File: src/hdl/tcc_pkg.sv
// shared constants for the timer capture/compare/pwm channel block
package tcc_pkg;
  localparam int TCC_NCH = 6;
  localparam int TCC_CW = 16;
  // register word indices (byte address = 4 * index)
  localparam logic [7:0] TCC_IDX_GCTRL = 8'h00;
  localparam logic [7:0] TCC_IDX_MOD = 8'h01;
  localparam logic [7:0] TCC_IDX_COUNT = 8'h02;
  localparam logic [7:0] TCC_IDX_CH_BASE = 8'h04;
  localparam logic [7:0] TCC_IDX_VAL_BASE = 8'h0C;
  localparam logic [7:0] TCC_IDX_PIN = 8'h14;
  // channel control field positions
  localparam int TCC_B_MAX = 0;
  localparam int TCC_B_TOV = 1;
  localparam int TCC_B_ELA = 2;
  localparam int TCC_B_ELB = 3;
  localparam int TCC_B_MSA = 4;
  localparam int TCC_B_MSB = 5;
  localparam int TCC_B_IE = 6;
  localparam int TCC_B_FLAG = 7;
  // global control field positions
  localparam int TCC_B_PS = 0;
  localparam int TCC_B_STOP = 5;
  localparam int TCC_B_RST = 4;
  localparam logic [7:0] TCC_CTRL_RST = 8'h00;
  localparam logic [7:0] TCC_GCTRL_RST = 8'h20;
  localparam logic [15:0] TCC_MOD_RST = 16'hFFFF;
  localparam int TCC_SYNC_STAGES = 2;
  typedef enum logic [1:0] {TCC_EDGE_NONE, TCC_EDGE_RISE, TCC_EDGE_FALL, TCC_EDGE_BOTH} tcc_edge_t;
endpackage

File: src/hdl/tcc_val_mem.sv
// six-word channel value store, registered read port, no reset
`timescale 1ns/100ps
module tcc_val_mem
  import tcc_pkg::*;
(
  input wire logic clk_sys,
  input wire logic [TCC_NCH-1:0] wr_en,
  input wire logic [TCC_NCH*TCC_CW-1:0] wr_data,
  input wire logic [2:0] rd_addr,
  output logic [TCC_CW-1:0] rd_data,
  output logic [TCC_NCH*TCC_CW-1:0] all_data
);
  logic [TCC_CW-1:0] mem_r [TCC_NCH];
  genvar g;
  generate
    for (g = 0; g < TCC_NCH; g++) begin : g_word
      // contents deliberately kept across reset
      always_ff @(posedge clk_sys) begin
        if (wr_en[g]) begin
          mem_r[g] <= wr_data[g*TCC_CW +: TCC_CW];
        end
      end
      assign all_data[g*TCC_CW +: TCC_CW] = mem_r[g];
    end
  endgenerate
  always_ff @(posedge clk_sys) begin
    rd_data <= (rd_addr < 3'(TCC_NCH)) ? mem_r[rd_addr] : '0;
  end
endmodule

File: src/hdl/tcc_top.sv
// six-channel 16-bit timer capture/compare/pwm channel logic
// Operation
// - active capture edge copies full 16-bit counter into channel value
// - two edge-select bits per channel choose capture polarity
// - captured value equals counter before pin edge plus two
// - every qualifying edge overwrites value regardless of flag state
// - capture sets event flag; flag and enable raise interrupt request
// - channel values are untouched by reset
// - compare match sets, clears or toggles pin as configured
// - compare match sets event flag, interrupt if enabled
// - unbuffered compare value takes effect immediately on write
// - even channel buffer select links pair 0/1, output on channel 0
// - inactive channel write takes control after next overflow
// - pairs 2/3 and 4/5 link the same way
// - linked odd channel capture, compare and irq off, its pin released; toggle and max bits still drive its level
// - toggle-on-overflow toggles pin at the modulo value
// - modulo 255, prescale 0 gives 256-clock period
// - value 128 with 8-bit period gives 50 percent duty
// - shared counter runs free or modulo-bounded, base for all channels
// - counter clock from seven prescaled rates or external pin
// - mode 0:1 unbuffered, 1:0 buffered; edge 1:0 clear, 1:1 set
`timescale 1ns/100ps
module tcc_top
  import tcc_pkg::*;
(
  input wire logic clk_sys,
  input wire logic rst_n,
  input wire logic [7:0] reg_addr,
  input wire logic [15:0] reg_wdata,
  input wire logic reg_wr,
  input wire logic reg_rd,
  output logic [15:0] reg_rdata,
  input wire logic external_timer_clock_pin,
  input wire logic [TCC_NCH-1:0] channel_pin_in,
  output logic [TCC_NCH-1:0] channel_pin_out,
  output logic [TCC_NCH-1:0] channel_pin_oe,
  output logic [TCC_NCH-1:0] channel_pin_released,
  output logic [TCC_NCH-1:0] channel_irq,
  output logic overflow_pulse
);
  // ---------- register decode ----------
  function automatic logic [2:0] ch_of(input logic [7:0] a, input logic [7:0] base);
    ch_of = 3'(a - base);
  endfunction
  function automatic logic in_bank(input logic [7:0] a, input logic [7:0] base);
    in_bank = (a >= base) && (a < base + 8'(TCC_NCH));
  endfunction
  wire wr_g = reg_wr && (reg_addr == TCC_IDX_GCTRL);
  wire wr_mod = reg_wr && (reg_addr == TCC_IDX_MOD);
  wire wr_ctl = reg_wr && in_bank(reg_addr, TCC_IDX_CH_BASE);
  wire wr_val = reg_wr && in_bank(reg_addr, TCC_IDX_VAL_BASE);
  wire [2:0] ctl_ch = ch_of(reg_addr, TCC_IDX_CH_BASE);
  wire [2:0] val_ch = ch_of(reg_addr, TCC_IDX_VAL_BASE);

  logic [7:0] gctrl_r;
  logic [15:0] mod_r;
  logic [15:0] cnt_r;
  logic [7:0] ctrl_r [TCC_NCH];
  logic [TCC_NCH-1:0] flag_r;
  logic [TCC_NCH-1:0] pin_r;
  logic [2:0] sel_r;
  logic [2:0] rd_ch_r;
  logic [1:0] rd_kind_r;
  logic [15:0] rd_direct_r;
  logic [TCC_NCH*TCC_CW-1:0] vals;
  logic [TCC_CW-1:0] mem_rd;

  // ---------- prescaler and counter ----------
  logic [1:0] ext_sync_r;
  logic ext_prev_r;
  logic [6:0] pre_r;
  always_ff @(posedge clk_sys) begin
    if (!rst_n) begin
      ext_sync_r <= 2'h0;
      ext_prev_r <= 1'b0;
    end else begin
      ext_sync_r <= {ext_sync_r[0], external_timer_clock_pin};
      ext_prev_r <= ext_sync_r[1];
    end
  end
  wire [2:0] ps = gctrl_r[TCC_B_PS +: 3];
  wire ext_tick = ext_sync_r[1] && !ext_prev_r;
  logic tick;
  always_comb begin
    // rate 1/2^ps of the bus clock, or the pin for the top code
    if (ps == 3'h7) begin
      tick = ext_tick;
    end else if (ps == 3'h0) begin
      tick = 1'b1;
    end else begin
      tick = (pre_r & ((7'h01 << ps) - 7'h01)) == ((7'h01 << ps) - 7'h01);
    end
  end
  wire run = !gctrl_r[TCC_B_STOP];
  // wrap at the modulo value: 255 gives a 256-step period
  wire at_mod = (cnt_r == mod_r);
  // count that the counter moves to on this tick; compares key on it
  wire [15:0] cnt_nxt = at_mod ? 16'h0000 : cnt_r + 16'h0001;
  wire ovf = run && tick && at_mod;
  assign overflow_pulse = ovf;
  always_ff @(posedge clk_sys) begin
    if (!rst_n || wr_g && reg_wdata[TCC_B_RST]) begin
      pre_r <= 7'h00;
      cnt_r <= 16'h0000;
    end else if (run) begin
      pre_r <= pre_r + 7'h01;
      if (tick) begin
        cnt_r <= cnt_nxt;
      end
    end
  end
  always_ff @(posedge clk_sys) begin
    if (!rst_n) begin
      gctrl_r <= TCC_GCTRL_RST;
      mod_r <= TCC_MOD_RST;
    end else begin
      // reset-bit self-clears; it is a command, not state
      if (wr_g) gctrl_r <= {reg_wdata[7:5], 1'b0, reg_wdata[3:0]};
      if (wr_mod) mod_r <= reg_wdata;
    end
  end

  // ---------- capture synchroniser, last two counts kept ----------
  logic [TCC_NCH-1:0] s1_r, s2_r, s3_r;
  logic [15:0] cnt_d1_r, cnt_d2_r;
  always_ff @(posedge clk_sys) begin
    if (!rst_n) begin
      s1_r <= '0;
      s2_r <= '0;
      s3_r <= '0;
    end else begin
      s1_r <= channel_pin_in;
      s2_r <= s1_r;
      s3_r <= s2_r;
    end
    cnt_d1_r <= cnt_r;
    cnt_d2_r <= cnt_d1_r;
  end

  // ---------- per-channel logic ----------
  logic [TCC_NCH-1:0] wr_mem;
  logic [TCC_NCH*TCC_CW-1:0] mem_wd;
  logic [TCC_NCH-1:0] cap_ev, cmp_ev, linked_odd;
  genvar g;
  generate
    for (g = 0; g < TCC_NCH; g++) begin : g_ch
      localparam int EV = g & ~1;
      wire [7:0] c = ctrl_r[g];
      wire pair_buf = ctrl_r[EV][TCC_B_MSB];
      wire odd_link = (g % 2 == 1) && pair_buf;
      wire is_out = c[TCC_B_MSB] || c[TCC_B_MSA];
      wire [1:0] els = {c[TCC_B_ELB], c[TCC_B_ELA]};
      wire rise = s2_r[g] && !s3_r[g];
      wire fall = !s2_r[g] && s3_r[g];
      // 01 rising, 10 falling, 11 either
      wire cap = !is_out && !odd_link &&
                 ((els[0] && rise) || (els[1] && fall));
      // active source: own value unbuffered, pair select when buffered
      wire [15:0] cmp_val = (g % 2 == 0 && pair_buf) ?
                            vals[(EV + 32'(sel_r[g/2]))*TCC_CW +: TCC_CW] :
                            vals[g*TCC_CW +: TCC_CW];
      // match as the count arrives: value 128 in a 256 period gives 128 high clocks
      wire cmp = is_out && !odd_link && (g % 2 == 0 || !pair_buf) &&
                 run && tick && (cnt_nxt == cmp_val);
      assign cap_ev[g] = cap;
      assign cmp_ev[g] = cmp;
      assign linked_odd[g] = odd_link;
      assign wr_mem[g] = cap || (wr_val && val_ch == 3'(g));
      // counter two edges back, plus two, as seen at the bus
      assign mem_wd[g*TCC_CW +: TCC_CW] = cap ? cnt_d2_r + 16'h0002 : reg_wdata;

      logic pin_nxt;
      always_comb begin
        pin_nxt = pin_r[g];
        if (cmp) begin
          case (els)
            2'h1: pin_nxt = !pin_r[g];
            2'h2: pin_nxt = 1'b0;
            2'h3: pin_nxt = 1'b1;
            default: pin_nxt = pin_r[g];
          endcase
        end
        // overflow toggle wins over a compare on the same count
        if (is_out && ovf && c[TCC_B_TOV]) pin_nxt = !pin_r[g];
        if (is_out && !c[TCC_B_TOV] && c[TCC_B_MAX]) pin_nxt = 1'b1;
      end
      always_ff @(posedge clk_sys) begin
        if (!rst_n) begin
          ctrl_r[g] <= TCC_CTRL_RST;
          flag_r[g] <= 1'b0;
          pin_r[g] <= 1'b0;
        end else begin
          if (wr_ctl && ctl_ch == 3'(g)) ctrl_r[g] <= {1'b0, reg_wdata[6:0]};
          // flag clears by writing zero; a new event wins
          if (cap || cmp) begin
            flag_r[g] <= 1'b1;
          end else if (wr_ctl && ctl_ch == 3'(g) && !reg_wdata[TCC_B_FLAG]) begin
            flag_r[g] <= 1'b0;
          end
          pin_r[g] <= pin_nxt;
        end
      end
      assign channel_irq[g] = flag_r[g] && c[TCC_B_IE] && !odd_link;
      assign channel_pin_out[g] = pin_r[g];
      assign channel_pin_oe[g] = is_out && !odd_link;
      assign channel_pin_released[g] = odd_link;
    end
  endgenerate

  // pair selects: even first, last-written set takes over at overflow
  logic [2:0] pend_r;
  generate
    for (g = 0; g < 3; g++) begin : g_pair
      wire lnk = ctrl_r[2*g][TCC_B_MSB];
      wire wr_e = wr_val && val_ch == 3'(2*g);
      wire wr_o = wr_val && val_ch == 3'(2*g+1);
      always_ff @(posedge clk_sys) begin
        if (!rst_n || !lnk) begin
          pend_r[g] <= 1'b0;
          sel_r[g] <= 1'b0;
        end else begin
          if (wr_o) pend_r[g] <= 1'b1;
          else if (wr_e) pend_r[g] <= 1'b0;
          if (ovf) sel_r[g] <= wr_o ? 1'b1 : (wr_e ? 1'b0 : pend_r[g]);
        end
      end
    end
  endgenerate

  tcc_val_mem u_mem (
    .clk_sys(clk_sys),
    .wr_en(wr_mem),
    .wr_data(mem_wd),
    .rd_addr(val_ch),
    .rd_data(mem_rd),
    .all_data(vals)
  );

  // ---------- read path ----------
  logic [15:0] rd_mux;
  always_comb begin
    rd_mux = 16'h0000;
    if (reg_addr == TCC_IDX_GCTRL) rd_mux = {8'h00, gctrl_r};
    else if (reg_addr == TCC_IDX_MOD) rd_mux = mod_r;
    else if (reg_addr == TCC_IDX_COUNT) rd_mux = cnt_r;
    else if (reg_addr == TCC_IDX_PIN) rd_mux = {10'h000, pin_r};
    else if (in_bank(reg_addr, TCC_IDX_CH_BASE))
      rd_mux = {8'h00, flag_r[ctl_ch], ctrl_r[ctl_ch][6:0]};
  end
  always_ff @(posedge clk_sys) begin
    if (!rst_n) begin
      rd_kind_r <= 2'h0;
      rd_direct_r <= 16'h0000;
    end else begin
      rd_kind_r <= {reg_rd && in_bank(reg_addr, TCC_IDX_VAL_BASE), reg_rd};
      rd_direct_r <= rd_mux;
    end
  end
  assign reg_rdata = !rd_kind_r[0] ? 16'h0000 : (rd_kind_r[1] ? mem_rd : rd_direct_r);

  // ---------- assertions ----------
  generate
    for (g = 0; g < TCC_NCH; g++) begin : g_chk

    end
  endgenerate
endmodule

File: config.mk
export PLATFORM = sky130hd
export DESIGN_NAME = tcc_top
export DESIGN_NICKNAME = d
export VERILOG_FILES = /design/src/hdl/tcc_pkg.sv /design/src/hdl/tcc_val_mem.sv /design/src/hdl/tcc_top.sv
export SDC_FILE = /design/constraint.sdc
export NUM_CORES = 1
export LEC_CHECK = 0
export BUFFER_PORTS_ARGS = -buffer_cell sky130_fd_sc_hd__buf_4
export CAP_MARGIN = 20
export CORE_ASPECT_RATIO = 1.2
export CORE_MARGIN = 3
export CORE_UTILIZATION = 63
export CTS_BUF_LIST = sky130_fd_sc_hd__clkbuf_16
export DETAILED_ROUTE_END_ITERATION = 6
export GPL_ROUTABILITY_DRIVEN = 0
export PLACE_DENSITY = 0.81
export SKIP_CTS_REPAIR_TIMING = 1
export SLEW_MARGIN = 25
export SYNTH_ARGS = -nofsm -noshare
export SYNTH_HDL_FRONTEND = slang
export SYNTH_HIERARCHICAL = 1
export SYNTH_SLANG_ARGS = --single-unit
File: constraint.sdc
create_clock -name clk_sys -period 4.4 [get_ports clk_sys]
set_clock_uncertainty 0.15 [all_clocks]
set_input_delay 0 -clock clk_sys [delete_from_list [all_inputs] [get_ports clk_sys]]
set_output_delay 0 -clock clk_sys [all_outputs]
set_load 0.1 [all_outputs]
==> metrics.txt <==
Max stage delay on crit path 0.72 ns; final setup fails 0; die footprint 28,400 um2; Clk Latency, worst-skew pair about 0.60 ns; Ys Warns 6; initial antenna violation count 2; Core Region 25,700 um2; final hold violations 1; first-pass GRT wire length approximately 87 mm; kind of critical path flop to flop; Num CTS Buffers 29; vias per cell 7.10; clock sinks 288; final net count 1,893; top post-synthesis cells by count nor2_1 (204), a21oi_1 (159), dfxtp_1 (150); Die X 154 um; number of max-cap violations 0; Filler Cells Inserted about 1,800; HP Class input pin to flop; Final Cycle Share between 90% and 100%; clk root buf clkbuf_16; CTS tree yes; crit path capture type flop; CTS HTree Levels 1; Ant. Diodes 0; total gr overflow 0; Final TNS setup 0 ns; num ports 76; VDD IR-drop max between 0.3 and 0.4 mV; length of the first detailed-routing pass in iterations 7; GRT Overall Usage about 40%; Post-Route WL roughly 60 mm; DRT iter0 DRCs around 2,500; worst slew pin tran slightly below 1 ns; DR vias roughly 16,000; Worst EP arrival between 4 and 5 ns; relative slew slack around a third; Yosys top cell by area edfxtp_1; ratio of total power to cell area ~320 nW/um2; CP Max Fanout 14; layout cell share with drive strength beyond 1 roughly an eighth; worst path bufs/invs 0; number of synthesized flops with an enable pin 138; Max Slew Vio Count 0; slowest stage cell, crit path nor4_2; Required @ worst endpoint approximately 4.7 ns; Tmin final 4.16 ns; hold_ws -0.0197 ns; Worst R2R Setup Slack between 0.2 and 0.25 ns; post-route ant nets 0; vias in the first global route ~15,000; Yosys reg bits approximately 290; Leak 7.22 nW; largest net degree at the start of global routing 59; Synth Cell Area between 15,000 and 20,000 um2; count leader, synth nor2_1; synth-to-layout area growth 13.3%; worst path cell trace nand4_4 -> nor4_2 -> o21ai_0 -> or4b_2 -> nand3_1 -> o2111ai_1 -> nor4b_2 -> a21oi_1 -> o311a_1; RSZ-0062 raised after global routing no; Synth Instances 1,775; fin util ~73%; largest delay contributor family on the critical path simple AND/OR/NAND/NOR gates; startpoint types flop; Synth top area share between 20% and 30%; drt drc 40; async set-reset flop share out of synthesis 0%; fmax between 200 and 250 MHz; status finished, violations left; violated checks design-rule violations, negative hold slack; Rows 64; Synth Flop Type dfxtp_1; # port buffers 72; Netlist cell types roughly 90; die span in y 184 um; clock slew at reported path FFs around 0.06 ns; Avg WL per Cell 27.1 um; Synth area leaders edfxtp_1 (25%), dfxtp_1 (18%), mux2i_1 (7.3%); CTS Buffer Depth 3; Syn Area/Cell between 9 and 10 um2; sequential area share after synthesis a little over two fifths; Starting Density 64.7%; dpl hpwl slightly above 40 mm
[worst register-to-register path: cells and delay by family (launching register included)]
family | cells | cell delay, ns
compound gates | 4 | 0.79
flops | 1 | 0.70
simple gates | 5 | 2.39
[area by class of cell]
| type | count | area, um2 | share of cell area (%) |
|---|---|---|---|
| clock buffer | 30 | 751 | 3.98 |
| clock inverter | 23 | 200 | 1.06 |
| inverter | 23 | 86.3 | 0.458 |
| multi-input combinational | 1335 | 8810 | 46.8 |
| sequential | 288 | 7150 | 37.9 |
| tap | 330 | 413 | 2.19 |
| timing repair buffer | 173 | 1440 | 7.63 |
[final timing paths]
check               start            endpoint  cells past startpoint
max              cnt_r[8]  channel_pin_out[1]                      9
min           reg_addr[7]      rd_direct_r[1]                      5
max reg2reg      cnt_r[8]  channel_pin_out[1]                      9
min reg2reg  cnt_d1_r[14]        cnt_d2_r[14]                      0
[cells in the final DEF, fill, tap and decap left out, types with 33 or more instances in the layout]
cell type and count:
edfxtp_1 138, dfxtp_1 150, nand2_1 124, and2_1 67
o21ai_0 45, xnor2_1 33, dlygate4sd3_1 51, nor3_1 42
xor2_1 48, nor2_1 204, buf_4 121, mux2i_1 122
nand3_1 61, a21oi_1 155
[registers in the layout, summed over array words and instances (netlist names), 2 cells and up]
name and count:
u_mem/rd_data 16, cnt_d1_r 16, channel_pin_out 6, rd_direct_r 16, s3_r 6, rd_kind_r 2
cnt_d2_r 16, u_mem/mem_r 96, ctrl_r 42, pre_r 6, flag_r 6, s2_r 6
gctrl_r 7, cnt_r 16, s1_r 6, ext_sync_r 2, sel_r 3, pend_r 3
mod_r 16
[layer usage]
metal / vias to the layer above / wire (um) / GRT usage (%) / share of wire, %
met5: - / 0 / 0 / 0
met3: 371 / 7870 / 9.77 / 13
li1: 6635 / - / - / -
met2: 1366 / 26300 / 61.7 / 44
met1: 7256 / 19400 / 47.8 / 32
met4: 0 / 6140 / 32.9 / 10
[metrics by stage]
step / total power, mW / setup slack (ns) / area [um2] / hold slack (ns) / instances
2_1_floorplan: 3.27 / 0.473 / 16600 / -0.0258 / 1777
3_3_place_gp: 3.42 / 0.571 / 17400 / 0.0585 / 2098
3_5_place_dp: 3.44 / 0.453 / 17400 / 0.0619 / 2098
4_1_cts: 5.90 / 0.410 / 18300 / -0.539 / 2151
5_1_grt: 6.08 / 0.0314 / 18800 / 0.0172 / 2202
6_report: 5.95 / 0.244 / 18800 / -0.0197 / 2202
[power breakdown]
group          leakage (nW)  internal, mW  switching (mW)  total (mW)
clock                 0.494          1.42            1.11        2.52
combinational          4.24         0.173           0.346       0.519
sequential             2.48          2.86          0.0521        2.92
[logic make-up (layout without fill, tap and decap cells)]
group | after synthesis | in the layout | synth area share (%)
flip-flops | 288 | 288 | 43.0
AO/OA/AOI/OAI | 400 | 400 | 15.5
buffers and inverters | 154 | 249 | 4.42
AND/OR/NAND/NOR | 684 | 684 | 21.3
other | 1 | 3 | 0.0225
multiplexers | 150 | 150 | 9.78
adder cells (fa/ha/maj) | 8 | 8 | 0.602
XOR/XNOR | 90 | 90 | 5.37
Power figures use the tool's default switching activity.
